$ cat src/common/hcj_pkg.sv
// Package with constants for the high-speed chirp handshake controller
`default_nettype none

package hcj_pkg;

  // ----------------------------------------------------------------
  // Clock rate and derived timing
  // ----------------------------------------------------------------
  localparam int unsigned CLK_PERIOD_PS   = 5000;      // 200 MHz reference clock
  localparam int unsigned FILT_TIME_PS    = 2500000;   // state_filter_time, 2.5 us
  localparam int unsigned FILT_CYC        = (FILT_TIME_PS + CLK_PERIOD_PS - 1) / CLK_PERIOD_PS;
  localparam int unsigned PHY_PERIOD_PS   = 16667;     // 60 MHz transceiver clock
  localparam int unsigned SETUP_PHY_CLKS  = 5;         // mode setup ahead of tx valid
  localparam int unsigned SETUP_CYC       = (SETUP_PHY_CLKS * PHY_PERIOD_PS + CLK_PERIOD_PS - 1) / CLK_PERIOD_PS;
  localparam int unsigned CHIRP_TIME_US   = 1000;      // device chirp, least
  localparam int unsigned CHIRP_CYC       = (CHIRP_TIME_US * 1000000 + CLK_PERIOD_PS - 1) / CLK_PERIOD_PS;
  localparam int unsigned HOST_WAIT_US    = 2000;      // search window for host chirps
  localparam int unsigned HOST_WAIT_CYC   = (HOST_WAIT_US * 1000000) / CLK_PERIOD_PS;
  localparam int unsigned DEADLINE_US     = 5500;      // 10 ms budget less a 4.5 ms start lag
  // Scaled per microsecond first: the product in picoseconds overflows 32 bits
  localparam int unsigned DEADLINE_CYC    = DEADLINE_US * (1000000 / CLK_PERIOD_PS);
  localparam int unsigned PHY_CHIRP_EDGES = 66000;     // chirp length in 60 MHz cycles
  localparam int unsigned CHIRP_COUNT_HS  = 4;         // K-J-K-J

  localparam int unsigned FILT_W = 10;
  localparam int unsigned CNT_W  = 22;

  // ----------------------------------------------------------------
  // Transceiver encodings
  // ----------------------------------------------------------------
  localparam logic [1:0] LS_SE0        = 2'h0;
  localparam logic [1:0] LS_J          = 2'h1;
  localparam logic [1:0] LS_K          = 2'h2;
  localparam logic [1:0] OPM_NORMAL    = 2'h0;
  localparam logic [1:0] OPM_NO_STUFF  = 2'h2;
  localparam logic       SPEED_FS      = 1'h1;
  localparam logic       SPEED_HS      = 1'h0;
  localparam logic       TERM_FS       = 1'h1;
  localparam logic       TERM_HS       = 1'h0;
  localparam logic [7:0] TX_ZERO       = 8'h00;

  // ----------------------------------------------------------------
  // Register map
  // ----------------------------------------------------------------
  localparam logic [11:0] ADDR_CTRL   = 12'h000;
  localparam logic [11:0] ADDR_STATUS = 12'h004;
  localparam int unsigned CTRL_START   = 0;
  localparam int unsigned CTRL_SUSPEND = 1;
  localparam int unsigned CTRL_ABORT   = 2;
  localparam int unsigned ST_HS        = 0;
  localparam int unsigned ST_FS_BACK   = 1;
  localparam int unsigned ST_BUSY      = 2;
  localparam int unsigned ST_SUSP      = 3;
  localparam int unsigned ST_WOKE      = 4;
  localparam int unsigned ST_COUNT_LSB = 8;
  localparam int unsigned ST_STATE_LSB = 16;

  typedef enum logic [6:0] {
    HCJ_IDLE     = 7'b0000001,
    HCJ_SETUP    = 7'b0000010,
    HCJ_WAIT_CLK = 7'b0000100,
    HCJ_CHIRP    = 7'b0001000,
    HCJ_LISTEN   = 7'b0010000,
    HCJ_HS_DONE  = 7'b0100000,
    HCJ_FS_BACK  = 7'b1000000
  } hcj_state_t;

endpackage : hcj_pkg

`default_nettype wire

$ cat src/logic/hcj_state_filter.sv
// Line state filter confirming a state held for the filter time
`timescale 1ns/1ps
`default_nettype none

module hcj_state_filter (
  input  wire logic       i_clk,        // Reference clock
  input  wire logic       i_rst_b,      // Async reset, active low
  input  wire logic       i_clear,      // Restart filter
  input  wire logic [1:0] i_line_state, // Sampled bus line state
  output logic            o_confirm,    // One-cycle confirm pulse
  output logic [1:0]      o_state       // Confirmed state
);

  logic [1:0]                  last_state;
  logic [hcj_pkg::FILT_W-1:0]  stable_cnt;
  logic                        fired;

  always_ff @(posedge i_clk or negedge i_rst_b) begin
    if (!i_rst_b) begin
      last_state <= hcj_pkg::LS_SE0;
    end else begin
      last_state <= i_line_state;
    end
  end

  // Any change restarts the count
  always_ff @(posedge i_clk or negedge i_rst_b) begin
    if (!i_rst_b) begin
      stable_cnt <= '0;
      fired      <= 1'b0;
      o_confirm  <= 1'b0;
      o_state    <= hcj_pkg::LS_SE0;
    end else if (i_clear || i_line_state != last_state) begin
      stable_cnt <= '0;
      fired      <= 1'b0;
      o_confirm  <= 1'b0;
    end else if (!fired && stable_cnt == hcj_pkg::FILT_W'(hcj_pkg::FILT_CYC - 2)) begin
      fired      <= 1'b1;                       // Held for 150 phy clocks' worth
      o_confirm  <= 1'b1;
      o_state    <= i_line_state;
    end else begin
      o_confirm  <= 1'b0;
      if (!fired) begin
        stable_cnt <= stable_cnt + 1'b1;
      end
    end
  end

endmodule : hcj_state_filter

`default_nettype wire

$ cat src/logic/hcj_chirp_ctrl.sv
// Link-side controller for the high-speed chirp detection handshake
`timescale 1ns/1ps
`default_nettype none

// Overview of operation
// - Handshake starts with full-speed select, full-speed terminations, pull-up on.
// - Chirp: no-stuff mode, high-speed select, all-zero data transmitted.
// - The no-stuff, no-NRZI operating mode is code 10.
// - Device chirp lasts at least 1.0 ms and ends by 7.0 ms.
// - Non-suspend case: chirp starts before 6.0 ms.
// - After own chirp, expect host chirp K within 100 us, then alternation.
// - Line state transitions step the machine; a chirp counter counts states.
// - Confirm each chirp state by holding it 2.5 us (150 phy clocks).
// - After K-J-K-J, select high-speed terminations within 500 us.
// - High-speed switch completes no later than 10 ms after reset start.
// - Without host chirps, return speed select to full-speed and wait.
// - J to SE0 while suspended releases suspend input combinationally.
// - From suspend, hold chirp for 66000 transceiver clock cycles.
// - From suspend, chirp starts before 5.8 ms and ends before 7.0 ms.
// - From suspend, time host chirp search likewise, then finish normally; the code times that search in reference clocks either way.
module hcj_chirp_ctrl #(
  parameter int unsigned CHIRP_CYC       = hcj_pkg::CHIRP_CYC,       // Device chirp length
  parameter int unsigned HOST_WAIT_CYC   = hcj_pkg::HOST_WAIT_CYC,   // Host chirp search window
  parameter int unsigned DEADLINE_CYC    = hcj_pkg::DEADLINE_CYC,    // Handshake hard stop
  parameter int unsigned PHY_CHIRP_EDGES = hcj_pkg::PHY_CHIRP_EDGES  // Chirp length in phy clocks
) (
  input  wire logic        I_REF_CLK,                // 200 MHz clock
  input  wire logic        I_RST_B,                  // Async reset, active low
  input  wire logic        PSEL,                     // APB select
  input  wire logic        PENABLE,                  // APB enable
  input  wire logic        PWRITE,                   // APB direction
  input  wire logic [11:0] PADDR,                    // APB address
  input  wire logic [31:0] PWDATA,                   // APB write data
  output logic             PREADY,                   // APB ready
  output logic [31:0]      PRDATA,                   // APB read data
  output logic             PSLVERR,                  // APB error
  input  wire logic [1:0]  I_BUS_LINE_STATE,         // Transceiver line state
  input  wire logic        I_PHY_CLOCK_60,           // Transceiver clock, sampled
  output logic             O_SPEED_SELECT,           // 1 full-speed, 0 high-speed
  output logic             O_TERMINATION_SELECT,     // 1 full-speed, 0 high-speed
  output logic [1:0]       O_OPERATING_MODE_SELECT,  // Operating mode code
  output logic             O_TX_VALID,               // Transmit valid
  output logic [7:0]       O_TX_DATA,                // Transmit data
  output logic             O_SUSPEND_ACTIVE_LOW      // Suspend, active low
);

  // ----------------------------------------------------------------
  // Declarations
  // ----------------------------------------------------------------
  hcj_pkg::hcj_state_t      state;
  hcj_pkg::hcj_state_t      next_state;
  logic [hcj_pkg::CNT_W-1:0] phase_cnt;
  logic [hcj_pkg::CNT_W-1:0] deadline_cnt;
  logic [16:0]               edge_cnt;
  logic [2:0]                chirp_count;
  logic [1:0]                prev_confirmed;
  logic                      from_suspend;
  logic                      suspend_req;
  logic                      woke;
  logic                      last_was_j;
  logic                      wake_now;
  logic                      phy_clk_q;
  logic                      phy_edge;
  logic                      start_req;
  logic                      abort_req;
  logic                      filt_confirm;
  logic [1:0]                filt_state;
  logic                      apb_access;
  logic                      apb_commit;
  logic                      addr_ok;
  logic                      hs_flag;
  logic                      fs_flag;

  // ----------------------------------------------------------------
  // APB slave, one wait state
  // ----------------------------------------------------------------
  assign apb_access = PSEL && PENABLE && !PREADY;
  assign apb_commit = PSEL && PENABLE && PREADY;
  assign addr_ok    = (PADDR == hcj_pkg::ADDR_CTRL) || (PADDR == hcj_pkg::ADDR_STATUS);
  assign start_req  = apb_commit && PWRITE && PADDR == hcj_pkg::ADDR_CTRL && PWDATA[hcj_pkg::CTRL_START];
  assign abort_req  = apb_commit && PWRITE && PADDR == hcj_pkg::ADDR_CTRL && PWDATA[hcj_pkg::CTRL_ABORT];

  always_ff @(posedge I_REF_CLK or negedge I_RST_B) begin
    if (!I_RST_B) begin
      PREADY  <= 1'b0;
      PRDATA  <= 32'h00000000;
      PSLVERR <= 1'b0;
    end else if (apb_access) begin
      PREADY  <= 1'b1;
      PSLVERR <= !addr_ok;
      PRDATA  <= 32'h00000000;
      if (!PWRITE && PADDR == hcj_pkg::ADDR_CTRL) begin
        PRDATA[hcj_pkg::CTRL_SUSPEND] <= suspend_req;
      end else if (!PWRITE && PADDR == hcj_pkg::ADDR_STATUS) begin
        PRDATA[hcj_pkg::ST_HS]                              <= hs_flag;
        PRDATA[hcj_pkg::ST_FS_BACK]                         <= fs_flag;
        PRDATA[hcj_pkg::ST_BUSY]                            <= state != hcj_pkg::HCJ_IDLE;
        PRDATA[hcj_pkg::ST_SUSP]                            <= !O_SUSPEND_ACTIVE_LOW;
        PRDATA[hcj_pkg::ST_WOKE]                            <= woke;
        PRDATA[hcj_pkg::ST_COUNT_LSB +: 3]                  <= chirp_count;
        PRDATA[hcj_pkg::ST_STATE_LSB +: $bits(state)]       <= state;
      end
    end else begin
      PREADY  <= 1'b0;
      PSLVERR <= 1'b0;
    end
  end

  // ----------------------------------------------------------------
  // Suspend control and wake on J to SE0
  // ----------------------------------------------------------------
  // Wake term is combinational on purpose: no clock is promised here
  assign wake_now = suspend_req && last_was_j && I_BUS_LINE_STATE == hcj_pkg::LS_SE0;

  always_ff @(posedge I_REF_CLK or negedge I_RST_B) begin
    if (!I_RST_B) begin
      last_was_j <= 1'b0;
    end else begin
      last_was_j <= I_BUS_LINE_STATE == hcj_pkg::LS_J;
    end
  end

  always_ff @(posedge I_REF_CLK or negedge I_RST_B) begin
    if (!I_RST_B) begin
      suspend_req <= 1'b0;
      woke        <= 1'b0;
    end else if (wake_now) begin
      suspend_req <= 1'b0;
      woke        <= 1'b1;
    end else if (apb_commit && PWRITE && PADDR == hcj_pkg::ADDR_CTRL) begin
      suspend_req <= PWDATA[hcj_pkg::CTRL_SUSPEND];
      woke        <= woke && !PWDATA[hcj_pkg::CTRL_SUSPEND];
    end
  end

  assign O_SUSPEND_ACTIVE_LOW = !suspend_req || wake_now;

  // ----------------------------------------------------------------
  // Transceiver clock edges
  // ----------------------------------------------------------------
  always_ff @(posedge I_REF_CLK or negedge I_RST_B) begin
    if (!I_RST_B) begin
      phy_clk_q <= 1'b0;
    end else begin
      phy_clk_q <= I_PHY_CLOCK_60;
    end
  end

  // Clock held still until usable, so each edge counts
  assign phy_edge = I_PHY_CLOCK_60 && !phy_clk_q;

  // ----------------------------------------------------------------
  // Chirp state filter
  // ----------------------------------------------------------------
  hcj_state_filter u_filter (
    .i_clk        (I_REF_CLK),
    .i_rst_b      (I_RST_B),
    .i_clear      (state != hcj_pkg::HCJ_LISTEN),
    .i_line_state (I_BUS_LINE_STATE),
    .o_confirm    (filt_confirm),
    .o_state      (filt_state)
  );

  // ----------------------------------------------------------------
  // Handshake sequencer
  // ----------------------------------------------------------------
  always_comb begin
    next_state = state;
    unique case (state)
      hcj_pkg::HCJ_IDLE: begin
        if (wake_now || woke && start_req) begin
          next_state = hcj_pkg::HCJ_WAIT_CLK;
        end else if (start_req) begin
          next_state = hcj_pkg::HCJ_SETUP;
        end
      end
      hcj_pkg::HCJ_WAIT_CLK: begin
        if (phy_edge) begin
          next_state = hcj_pkg::HCJ_SETUP;
        end
      end
      hcj_pkg::HCJ_SETUP: begin
        if (phase_cnt == hcj_pkg::CNT_W'(hcj_pkg::SETUP_CYC - 1)) begin
          next_state = hcj_pkg::HCJ_CHIRP;
        end
      end
      hcj_pkg::HCJ_CHIRP: begin
        if (from_suspend ? edge_cnt == 17'(PHY_CHIRP_EDGES)
                         : phase_cnt == hcj_pkg::CNT_W'(CHIRP_CYC - 1)) begin
          next_state = hcj_pkg::HCJ_LISTEN;
        end
      end
      hcj_pkg::HCJ_LISTEN: begin
        if (chirp_count == 3'(hcj_pkg::CHIRP_COUNT_HS)) begin
          next_state = hcj_pkg::HCJ_HS_DONE;
        end else if (phase_cnt == hcj_pkg::CNT_W'(HOST_WAIT_CYC - 1)
                     || deadline_cnt == hcj_pkg::CNT_W'(DEADLINE_CYC - 1)) begin
          next_state = hcj_pkg::HCJ_FS_BACK;
        end
      end
      hcj_pkg::HCJ_HS_DONE,
      hcj_pkg::HCJ_FS_BACK: begin
        next_state = hcj_pkg::HCJ_FS_BACK;
        if (state == hcj_pkg::HCJ_HS_DONE) begin
          next_state = hcj_pkg::HCJ_HS_DONE;
        end
      end
      default: begin
        next_state = hcj_pkg::HCJ_IDLE;
      end
    endcase
    if (abort_req) begin
      next_state = hcj_pkg::HCJ_IDLE;
    end
  end

  always_ff @(posedge I_REF_CLK or negedge I_RST_B) begin
    if (!I_RST_B) begin
      state <= hcj_pkg::HCJ_IDLE;
    end else begin
      state <= next_state;
    end
  end

  // Phase timer restarts on each state change
  always_ff @(posedge I_REF_CLK or negedge I_RST_B) begin
    if (!I_RST_B) begin
      phase_cnt <= '0;
    end else if (next_state != state) begin
      phase_cnt <= '0;
    end else if (phase_cnt != '1) begin
      phase_cnt <= phase_cnt + 1'b1;
    end
  end

  // Runs from handshake start; chirp begins after the setup phase, well inside 6 ms
  always_ff @(posedge I_REF_CLK or negedge I_RST_B) begin
    if (!I_RST_B) begin
      deadline_cnt <= '0;
    end else if (state == hcj_pkg::HCJ_IDLE) begin
      deadline_cnt <= '0;
    end else if (deadline_cnt != '1) begin
      deadline_cnt <= deadline_cnt + 1'b1;
    end
  end

  // From-suspend mode latched at start; chirp timed in phy clocks
  always_ff @(posedge I_REF_CLK or negedge I_RST_B) begin
    if (!I_RST_B) begin
      from_suspend <= 1'b0;
      edge_cnt     <= '0;
    end else begin
      if (state == hcj_pkg::HCJ_IDLE) begin
        from_suspend <= next_state == hcj_pkg::HCJ_WAIT_CLK;
      end
      if (state != hcj_pkg::HCJ_CHIRP) begin
        edge_cnt <= '0;
      end else if (phy_edge && edge_cnt != 17'(PHY_CHIRP_EDGES)) begin
        edge_cnt <= edge_cnt + 1'b1;
      end
    end
  end

  // Chirp counter: first K, then alternate only
  always_ff @(posedge I_REF_CLK or negedge I_RST_B) begin
    if (!I_RST_B) begin
      chirp_count    <= '0;
      prev_confirmed <= hcj_pkg::LS_J;
    end else if (state != hcj_pkg::HCJ_LISTEN && state != hcj_pkg::HCJ_HS_DONE
                 && state != hcj_pkg::HCJ_FS_BACK) begin
      chirp_count    <= '0;
      prev_confirmed <= hcj_pkg::LS_J;
    end else if (state == hcj_pkg::HCJ_LISTEN && filt_confirm && filt_state != prev_confirmed
                 && (filt_state == hcj_pkg::LS_K || filt_state == hcj_pkg::LS_J)) begin
      chirp_count    <= chirp_count + 1'b1;
      prev_confirmed <= filt_state;
    end
  end

  // Sticky outcome flags, cleared by a new start
  always_ff @(posedge I_REF_CLK or negedge I_RST_B) begin
    if (!I_RST_B) begin
      hs_flag <= 1'b0;
      fs_flag <= 1'b0;
    end else if (next_state == hcj_pkg::HCJ_HS_DONE) begin
      hs_flag <= 1'b1;
    end else if (next_state == hcj_pkg::HCJ_FS_BACK) begin
      fs_flag <= 1'b1;
    end else if (start_req || wake_now) begin
      hs_flag <= 1'b0;
      fs_flag <= 1'b0;
    end
  end

  // ----------------------------------------------------------------
  // Transceiver control outputs
  // ----------------------------------------------------------------
  always_ff @(posedge I_REF_CLK or negedge I_RST_B) begin
    if (!I_RST_B) begin
      O_SPEED_SELECT          <= hcj_pkg::SPEED_FS;
      O_TERMINATION_SELECT    <= hcj_pkg::TERM_FS;
      O_OPERATING_MODE_SELECT <= hcj_pkg::OPM_NORMAL;
      O_TX_VALID              <= 1'b0;
      O_TX_DATA               <= hcj_pkg::TX_ZERO;
    end else begin
      O_TX_DATA <= hcj_pkg::TX_ZERO;
      unique case (next_state)
        hcj_pkg::HCJ_SETUP, hcj_pkg::HCJ_CHIRP, hcj_pkg::HCJ_LISTEN: begin
          O_SPEED_SELECT          <= hcj_pkg::SPEED_HS;
          O_TERMINATION_SELECT    <= hcj_pkg::TERM_FS;
          O_OPERATING_MODE_SELECT <= hcj_pkg::OPM_NO_STUFF;
          O_TX_VALID              <= next_state == hcj_pkg::HCJ_CHIRP;
        end
        hcj_pkg::HCJ_HS_DONE: begin
          O_SPEED_SELECT          <= hcj_pkg::SPEED_HS;
          O_TERMINATION_SELECT    <= hcj_pkg::TERM_HS;
          O_OPERATING_MODE_SELECT <= hcj_pkg::OPM_NORMAL;
          O_TX_VALID              <= 1'b0;
        end
        default: begin
          O_SPEED_SELECT          <= hcj_pkg::SPEED_FS;
          O_TERMINATION_SELECT    <= hcj_pkg::TERM_FS;
          O_OPERATING_MODE_SELECT <= hcj_pkg::OPM_NORMAL;
          O_TX_VALID              <= 1'b0;
        end
      endcase
    end
  end

endmodule : hcj_chirp_ctrl

`default_nettype wire

$ cat config.mk
export PLATFORM = sky130hd
export DESIGN_NAME = hcj_chirp_ctrl
export DESIGN_NICKNAME = d
export VERILOG_FILES = /design/src/common/hcj_pkg.sv /design/src/logic/hcj_state_filter.sv /design/src/logic/hcj_chirp_ctrl.sv
export SDC_FILE = /design/constraint.sdc
export NUM_CORES = 1
export LEC_CHECK = 0
export BUFFER_PORTS_ARGS = -buffer_cell sky130_fd_sc_hd__buf_2
export CAP_MARGIN = 40
export CORE_ASPECT_RATIO = 1.75
export CORE_UTILIZATION = 53
export CTS_BUF_LIST = sky130_fd_sc_hd__clkbuf_8
export DETAILED_ROUTE_END_ITERATION = 8
export GPL_ROUTABILITY_DRIVEN = 1
export PLACE_DENSITY = 0.75
export SLEW_MARGIN = 20
export SYNTH_ARGS = -nofsm -noshare
export SYNTH_HDL_FRONTEND = slang
export SYNTH_SLANG_ARGS = --single-unit
export TNS_END_PERCENT = 1
$ cat constraint.sdc
create_clock -name I_REF_CLK -period 3.4 [get_ports I_REF_CLK]
set_input_delay 0.51 -clock I_REF_CLK [delete_from_list [all_inputs] [get_ports I_REF_CLK]]
set_output_delay 0.51 -clock I_REF_CLK [all_outputs]
set_load 0.01 [all_outputs]
==> flow_summary_export.csv, run 1 <==
group,metric,value,unit
worst_setup_path,path_cells,"or4_4, nor3_1, nor3_2, a22o_1, or4b_1, o211ai_2, buf_6, nor4b_1",
clocking,cts_inserted_buffers,17,
global_routing,grt_pass1_wl,23.9,mm
worst_setup_path,critPathSlowestCell,"or4_4",
yosys,yosysMostFrequentCell,"dfrtp_1",
worst_setup_path,cp-endpoint,"phase_cnt[1]$_DFFE_PN0P_",
yosys,synth.distinct_cells,60,
floorplanning,die_w,84.5,µm
worst_setup_path,cp-end-kind,"register",
drt,drtPass1Iterations,6,
clocking,max-clock-path-buffers,2,
drt,antenna_left,0,
clocking,htree_levels,4,
power_and_ir_drop,p_per_area,415,nW/µm²
floorplanning,die_h,146,µm
drt,post_drt_wl_per_cell,16.1,µm
yosys,ys_warn_count,0,
place,pre_cts_slack,0.194,ns
yosys,synth-seq-cells,117,
layout,stdcell_count,871,
yosys,synthArstFlopShare,100,%
power_and_ir_drop,p_int,2.11,mW
power_and_ir_drop,p_sw,807,µW
global_routing,overflow,0,
floorplanning,ioPinCount,100,
power_and_ir_drop,vdd_drop_max,0.366,mV
global_routing,antenna_found_initial,0,
global_routing,grt_max_degree,63,
run_status,status,"finished with violations",
layout,antenna_cells,0,
worst_setup_path,reg2reg_depth,8,
yosys,synth_top_area_share,44.8,%
worst_setup_path,worstSetupPathType,"reg -> reg",
timing,slew_headroom,45.5,%
worst_setup_path,required,3.71,ns
yosys,ys_top_cells_by_area,"dfrtp_1 45%, nand2_1 4.8%, xnor2_1 4.7%",
run_status,violations,"DRC",
worst_setup_path,cp.arrival,3.43,ns
layout,area_growth_syn_to_layout,11.2,%
yosys,synth_edf_count,0,
timing,final-setup-viol-count,0,
clocking,root_buffer,"clkbuf_8",
place,dp.cells,837,
clocking,clk_pin_slew,0.07,ns
drt,drtIter0Drc,194,
timing,worst_slew_pin_slew,0.811,ns
drt,drc,4,
timing,finalCritPeriodShare,91.7,%
yosys,syn_inst,669,
layout,finalNetCount,784,
yosys,dominantRegCellSynth,"dfrtp_1",
drt,viasPerCell,5.79,
power_and_ir_drop,seq_power_share,51.3,%
yosys,synth_commonest_cells,"113 x dfrtp_1, 80 x nand2_1, 75 x nor2_1",
timing,max_freq,321,MHz
worst_setup_path,cp-start-kind,"register",
yosys,synth_area,6320,µm²
layout,fin_area,7030,µm²
drt,via_count,5046,
timing,hold_viol_final,0,
yosys,synth_area_leader_cell,"dfrtp_1",
worst_setup_path,r2r_setup_slack,0.28,ns
clocking,cts_setup_buffers,0,
place,dp_hpwl,10.0,mm
worst_setup_path,crit_start,"state[2]$_DFF_PN0_",
timing,min_period,3.12,ns
floorplanning,initial_utilization,54.6,%
timing,finalMaxSlewViolations,0,
worst_setup_path,worstReg2RegEnd,"phase_cnt[1]$_DFFE_PN0P_",
power_and_ir_drop,p_sw_share,27.7,%
floorplanning,rows,52,
timing,fin_ws,0.284,ns
power_and_ir_drop,p_comb_share,6.7,%
place,port-buffer-count,44,
clocking,clk_latency,0.44,ns
worst_setup_path,path_max_fanout,13,
timing,clock_skew,0.0142,ns
drt,drt_wl_total,14.0,mm
clocking,clock_sinks,117,
worst_setup_path,worstReg2RegStart,"state[2]$_DFF_PN0_",
power_and_ir_drop,p_leak,3.10,nW
floorplanning,dieArea,12400,µm²
power_and_ir_drop,p_clk_share,42.0,%
job,drv_cap,0,
yosys,yosysSeqAreaShare,46.4,%
worst_setup_path,critPathMaxStageDelay,0.59,ns
place,dpl-instance-area,6610,µm²
hold_path,hold_path.class,"in -> reg",
place,gp_congestion,0.883,
floorplanning,core-area,11600,µm²
global_routing,grt_usage,24.3,%
yosys,syn_avg_cell_area,9.44,µm²
global_routing,grt_pass1_vias,5265,
layout,drive_gt1_share,15.6,%
timing,rsz0062_at_grt,"false",
timing,finalSetupTns,0,ns
clocking,cts_tree,"yes",
-- critical path: cells and delay by family (launching register included) --
kind,cells,cell delay [ns]
flops,1,0.52
compound gates,2,0.57
simple gates,5,1.65
buf+inv,1,0.24
-- worst min-delay path by stage --
stage | endpoint | from | cells past startpoint
final | phy_clk_q$_DFF_PN0_ | I_PHY_CLOCK_60 | 1
after global routing | phy_clk_q$_DFF_PN0_ | I_PHY_CLOCK_60 | 1
after CTS | deadline_cnt[14]$_DFFE_PN0P_ | I_RST_B | 1
after detailed placement | PRDATA[1]$_DFFE_PN0P_ | PRDATA[1]$_DFFE_PN0P_ | 2
after global placement | PRDATA[1]$_DFFE_PN0P_ | PRDATA[1]$_DFFE_PN0P_ | 2
after floorplan | O_OPERATING_MODE_SELECT[1]$_DFF_PN0_ | I_RST_B | 0
-- sequential cells by signal, summed over array words and instances (netlist names), 3 cells and up --
signal,count
deadline_cnt,22
edge_cnt,17
phase_cnt,22
chirp_count,3
state,7
PRDATA,15
u_filter.stable_cnt,10
-- through the flow --
| stage | utilization, % | power, mW | hold WS (ns) |
|---|---|---|---|
| final | 60.7 | 2.92 | 0.228 |
| after global routing | 60.7 | 3.03 | 0.200 |
| after detailed placement | 57.0 | 1.71 | 0.478 |
| after CTS | 60.3 | 2.94 | 0.151 |
| after floorplan | - | 1.65 | 0.214 |
| after global placement | 56.9 | 1.70 | 0.458 |
-- power by group through the flow --
| stage | Combinational, mW | Sequential (mW) | Clock (mW) |
|---|---|---|---|
| after floorplan | 0.152 | 1.49 | 0 |
| after CTS | 0.188 | 1.49 | 1.25 |
| after detailed placement | 0.189 | 1.52 | 0 |
| after global placement | 0.177 | 1.52 | 0 |
| after global routing | 0.219 | 1.50 | 1.31 |
| final | 0.196 | 1.50 | 1.22 |
-- cells in the final DEF, fill, tap and decap left out, types with 4 or more instances in the layout --
master | netlist | routed
a22o_1 | 15 | 15
inv_6 | 0 | 8
clkbuf_8 | 0 | 17
and4_1 | 4 | 4
or3_1 | 10 | 10
nor3_1 | 38 | 38
and3_1 | 15 | 15
dfstp_2 | 4 | 4
clkinvlp_4 | 0 | 4
dfrtp_1 | 113 | 113
nor3_2 | 5 | 5
xnor2_1 | 34 | 34
nor4b_1 | 5 | 5
buf_2 | 4 | 43
xor2_1 | 30 | 30
a21oi_1 | 15 | 15
or2_2 | 6 | 6
nand4_1 | 19 | 19
nor2b_1 | 5 | 5
nand3_1 | 37 | 37
mux2i_1 | 6 | 6
o21ai_0 | 12 | 12
conb_1 | 1 | 26
or4_1 | 7 | 7
inv_1 | 15 | 15
buf_4 | 29 | 12
ha_1 | 9 | 9
nor4_1 | 13 | 12
nand2_1 | 80 | 80
nand2b_1 | 4 | 4
nor2_1 | 75 | 75
or4bb_1 | 4 | 4
-- cells by family (layout without fill, tap and decap cells) --
family / count (synthesis) / count (layout) / share of synthesized area, %
simple gates: 339 / 339 / 27.9
flops: 117 / 117 / 46.4
compound gates: 65 / 65 / 7.43
buf+inv: 65 / 107 / 5.90
xor+xnor: 64 / 64 / 8.87
fa+ha+maj: 9 / 9 / 1.78
mux: 9 / 9 / 1.66
other cells: 1 / 26 / 0.0593
-- what timing repair did --
| action | in CTS | in global routing |
|---|---|---|
| hold buffers | 0 | 1 |
| endpoints found under the hold margin | 0 | 3 |
| gates resized for setup | 0 | 1 |
| endpoints found under the setup margin | 0 | 1 |
-- layer usage --
layer,share of wire [%],global-route usage [%]
met5,0,0
met4,3.6,14.2
met3,2.8,5.54
met2,55,43.3
met1,39,25.7
-- final cells by class --
class | instances | area [µm²]
repair buffers | 60 | 378
flip-flops and latches | 117 | 2930
inverters | 15 | 56.3
clock inverters | 15 | 144
clock buffers | 17 | 234
well taps | 135 | 169
fillers | 981 | 4550
multi-input cells | 512 | 3110
Note: power is estimated with default switching activity, not from simulation.
==> run 2: changes to the inputs <==
- CORE_ASPECT_RATIO: 1.75 -> 1.25
- PLACE_DENSITY: 0.75 -> unset
- PLACE_DENSITY_LB_ADDON: unset -> 0.05
==> flow_summary_export.csv, run 2 (synthesis gave the netlist of run 1 again) <==
group,metric,value,unit
timing,min_period,3.04,ns
worst_setup_path,critPathSlowestCell,"or4_4",
drt,drt_wl_total,13.3,mm
worst_setup_path,path_max_fanout,22,
layout,final_cell_mix,"113 x dfrtp_1, 80 x nand2_1, 75 x nor2_1",
clocking,clk_pin_slew,0.07,ns
layout,antenna_cells,0,
worst_setup_path,path_common_cell,"buf_4",
drt,antenna_left,0,
global_routing,overflow,0,
power_and_ir_drop,power,3.13,mW
worst_setup_path,critPathTopFamily,"simple AND/OR/NAND/NOR gates",
clocking,htree_levels,4,
clocking,post_cts_resized,0,
clocking,max-clock-path-buffers,2,
floorplanning,initial_utilization,54.4,%
clocking,cts_setup_buffers,0,
layout,ff_latch_area,2930,µm²
timing,final-setup-viol-count,0,
timing,slew_headroom,43.8,%
layout,final_common_cell,"dfrtp_1",
floorplanning,die_h,124,µm
worst_setup_path,cp.arrival,3.38,ns
timing,worst_slew_pin_slew,0.835,ns
layout,largest_registers,"deadline_cnt (22), phase_cnt (22), edge_cnt (17)",
timing,hold_ws,0.122,ns
clocking,root_buffer,"clkbuf_8",
place,port-buffer-count,44,
drt,via_count,4880,
run_status,status,"completed",
layout,multi_input_area,3110,µm²
timing,finalSetupTns,0,ns
power_and_ir_drop,p_per_area,439,nW/µm²
clocking,clock_sinks,117,
floorplanning,ioPinCount,100,
clocking,cts_hold_buf,0,
place,gp_congestion,0.856,
power_and_ir_drop,p_leak,3.16,nW
timing,rsz0062_at_grt,"false",
worst_setup_path,crit_start,"state[1]$_DFF_PN0_",
drt,drtIter0Drc,206,
timing,finalCritPeriodShare,89.3,%
timing,hold_viol_final,0,
worst_setup_path,cp.buffers_inverters,2,
floorplanning,rows,44,
worst_setup_path,cp-start-kind,"register",
global_routing,grt_max_degree,56,
worst_setup_path,worstReg2RegStart,"state[1]$_DFF_PN0_",
layout,area_growth_syn_to_layout,12.6,%
timing,finalMaxSlewViolations,0,
drt,viasPerCell,5.44,
drt,drtPass1Iterations,4,
floorplanning,dieArea,12400,µm²
worst_setup_path,worstSetupPathType,"reg -> reg",
worst_setup_path,path_cells,"or4_4, nor4b_4, nor3_2, a22o_1, buf_4, o21ai_0, nand2_1, buf_4, nor4b_1",
global_routing,grt_usage,23.6,%
worst_setup_path,cp-end-kind,"register",
worst_setup_path,required,3.74,ns
worst_setup_path,critPathMaxStageDelay,0.61,ns
global_routing,grt_pass1_vias,4732,
floorplanning,core-area,11600,µm²
layout,fill_cells,985,
layout,finalNetCount,784,
layout,drive_gt1_share,15.2,%
clocking,clk_latency,0.45,ns
power_and_ir_drop,vdd_drop_max,0.292,mV
drt,drc,0,
floorplanning,die_w,99.7,µm
clocking,cts_inserted_buffers,17,
job,drv_cap,0,
timing,max_freq,329,MHz
hold_path,hold_path.class,"in -> async",
global_routing,grt_pass1_wl,22.5,mm
clocking,cts_tree,"yes",
global_routing,antenna_found_initial,0,
timing,clock_skew,0.00808,ns
place,dp_hpwl,9.41,mm
drt,post_drt_wl_per_cell,14.8,µm
layout,post-route-util,61.2,%
[run 2: cell count changes in the layout (fill, tap and decap cells not counted), moves of 3 or more]
cell,previous run,this run
inv_1,15,18
clkinvlp_4,4,1
inv_6,8,0
clkinv_2,1,4
bufinv_16,1,5
[run 2: power breakdown]
part / leakage [nW] / switching (mW) / internal (mW) / total, mW
combinational: 1.33 / 0.105 / 0.0784 / 0.183
clock: 0.239 / 0.548 / 0.897 / 1.45
sequential: 1.59 / 0.0634 / 1.43 / 1.50
[run 2: final timing paths]
path / end / slack [ns] / cells after the start
min in group I_REF_CLK: phy_clk_q$_DFF_PN0_ / 0.20 / 1
setup reg to reg: phase_cnt[1]$_DFFE_PN0P_ / 0.36 / 9
max in group asynchronous: state[0]$_DFF_PN1_ / 2.50 / 2
setup / recovery: phase_cnt[1]$_DFFE_PN0P_ / 0.36 / 9
hold / removal: deadline_cnt[19]$_DFFE_PN0P_ / 0.12 / 1
hold reg to reg: PRDATA[3]$_DFFE_PN0P_ / 0.49 / 1
[run 2: final cells by class]
| cell class | instances | area share (%) |
|---|---|---|
| clock buffer | 19 | 3.68 |
| multi-input combinational | 512 | 43.7 |
| tap | 161 | 2.83 |
| sequential | 117 | 41.2 |
| timing repair buffer | 60 | 5.12 |
| clock inverter | 13 | 2.66 |
| inverter | 15 | 0.792 |
[run 2: metal layers]
metal  track usage (%)  vias up  wire (µm)  part of all wire (%)
met1              28.2     2369       5680                    43
met3              5.05       14        468                   3.5
li1                  -     2419          -                     -
met2              41.3       78       6900                    52
met5                 0        -          0                     0
met4              9.83        0        226                   1.7
[run 2: through the flow]
| stage | cells | setup slack (ns) | instance area [µm²] |
|---|---|---|---|
| detailed placement | 865 | 0.376 | 6660 |
| global placement | 864 | 0.404 | 6660 |
| floorplan | 694 | 0.632 | 6410 |
| CTS | 897 | 0.359 | 7110 |
| finish | 897 | 0.362 | 7110 |
| global route | 897 | 0.131 | 7110 |
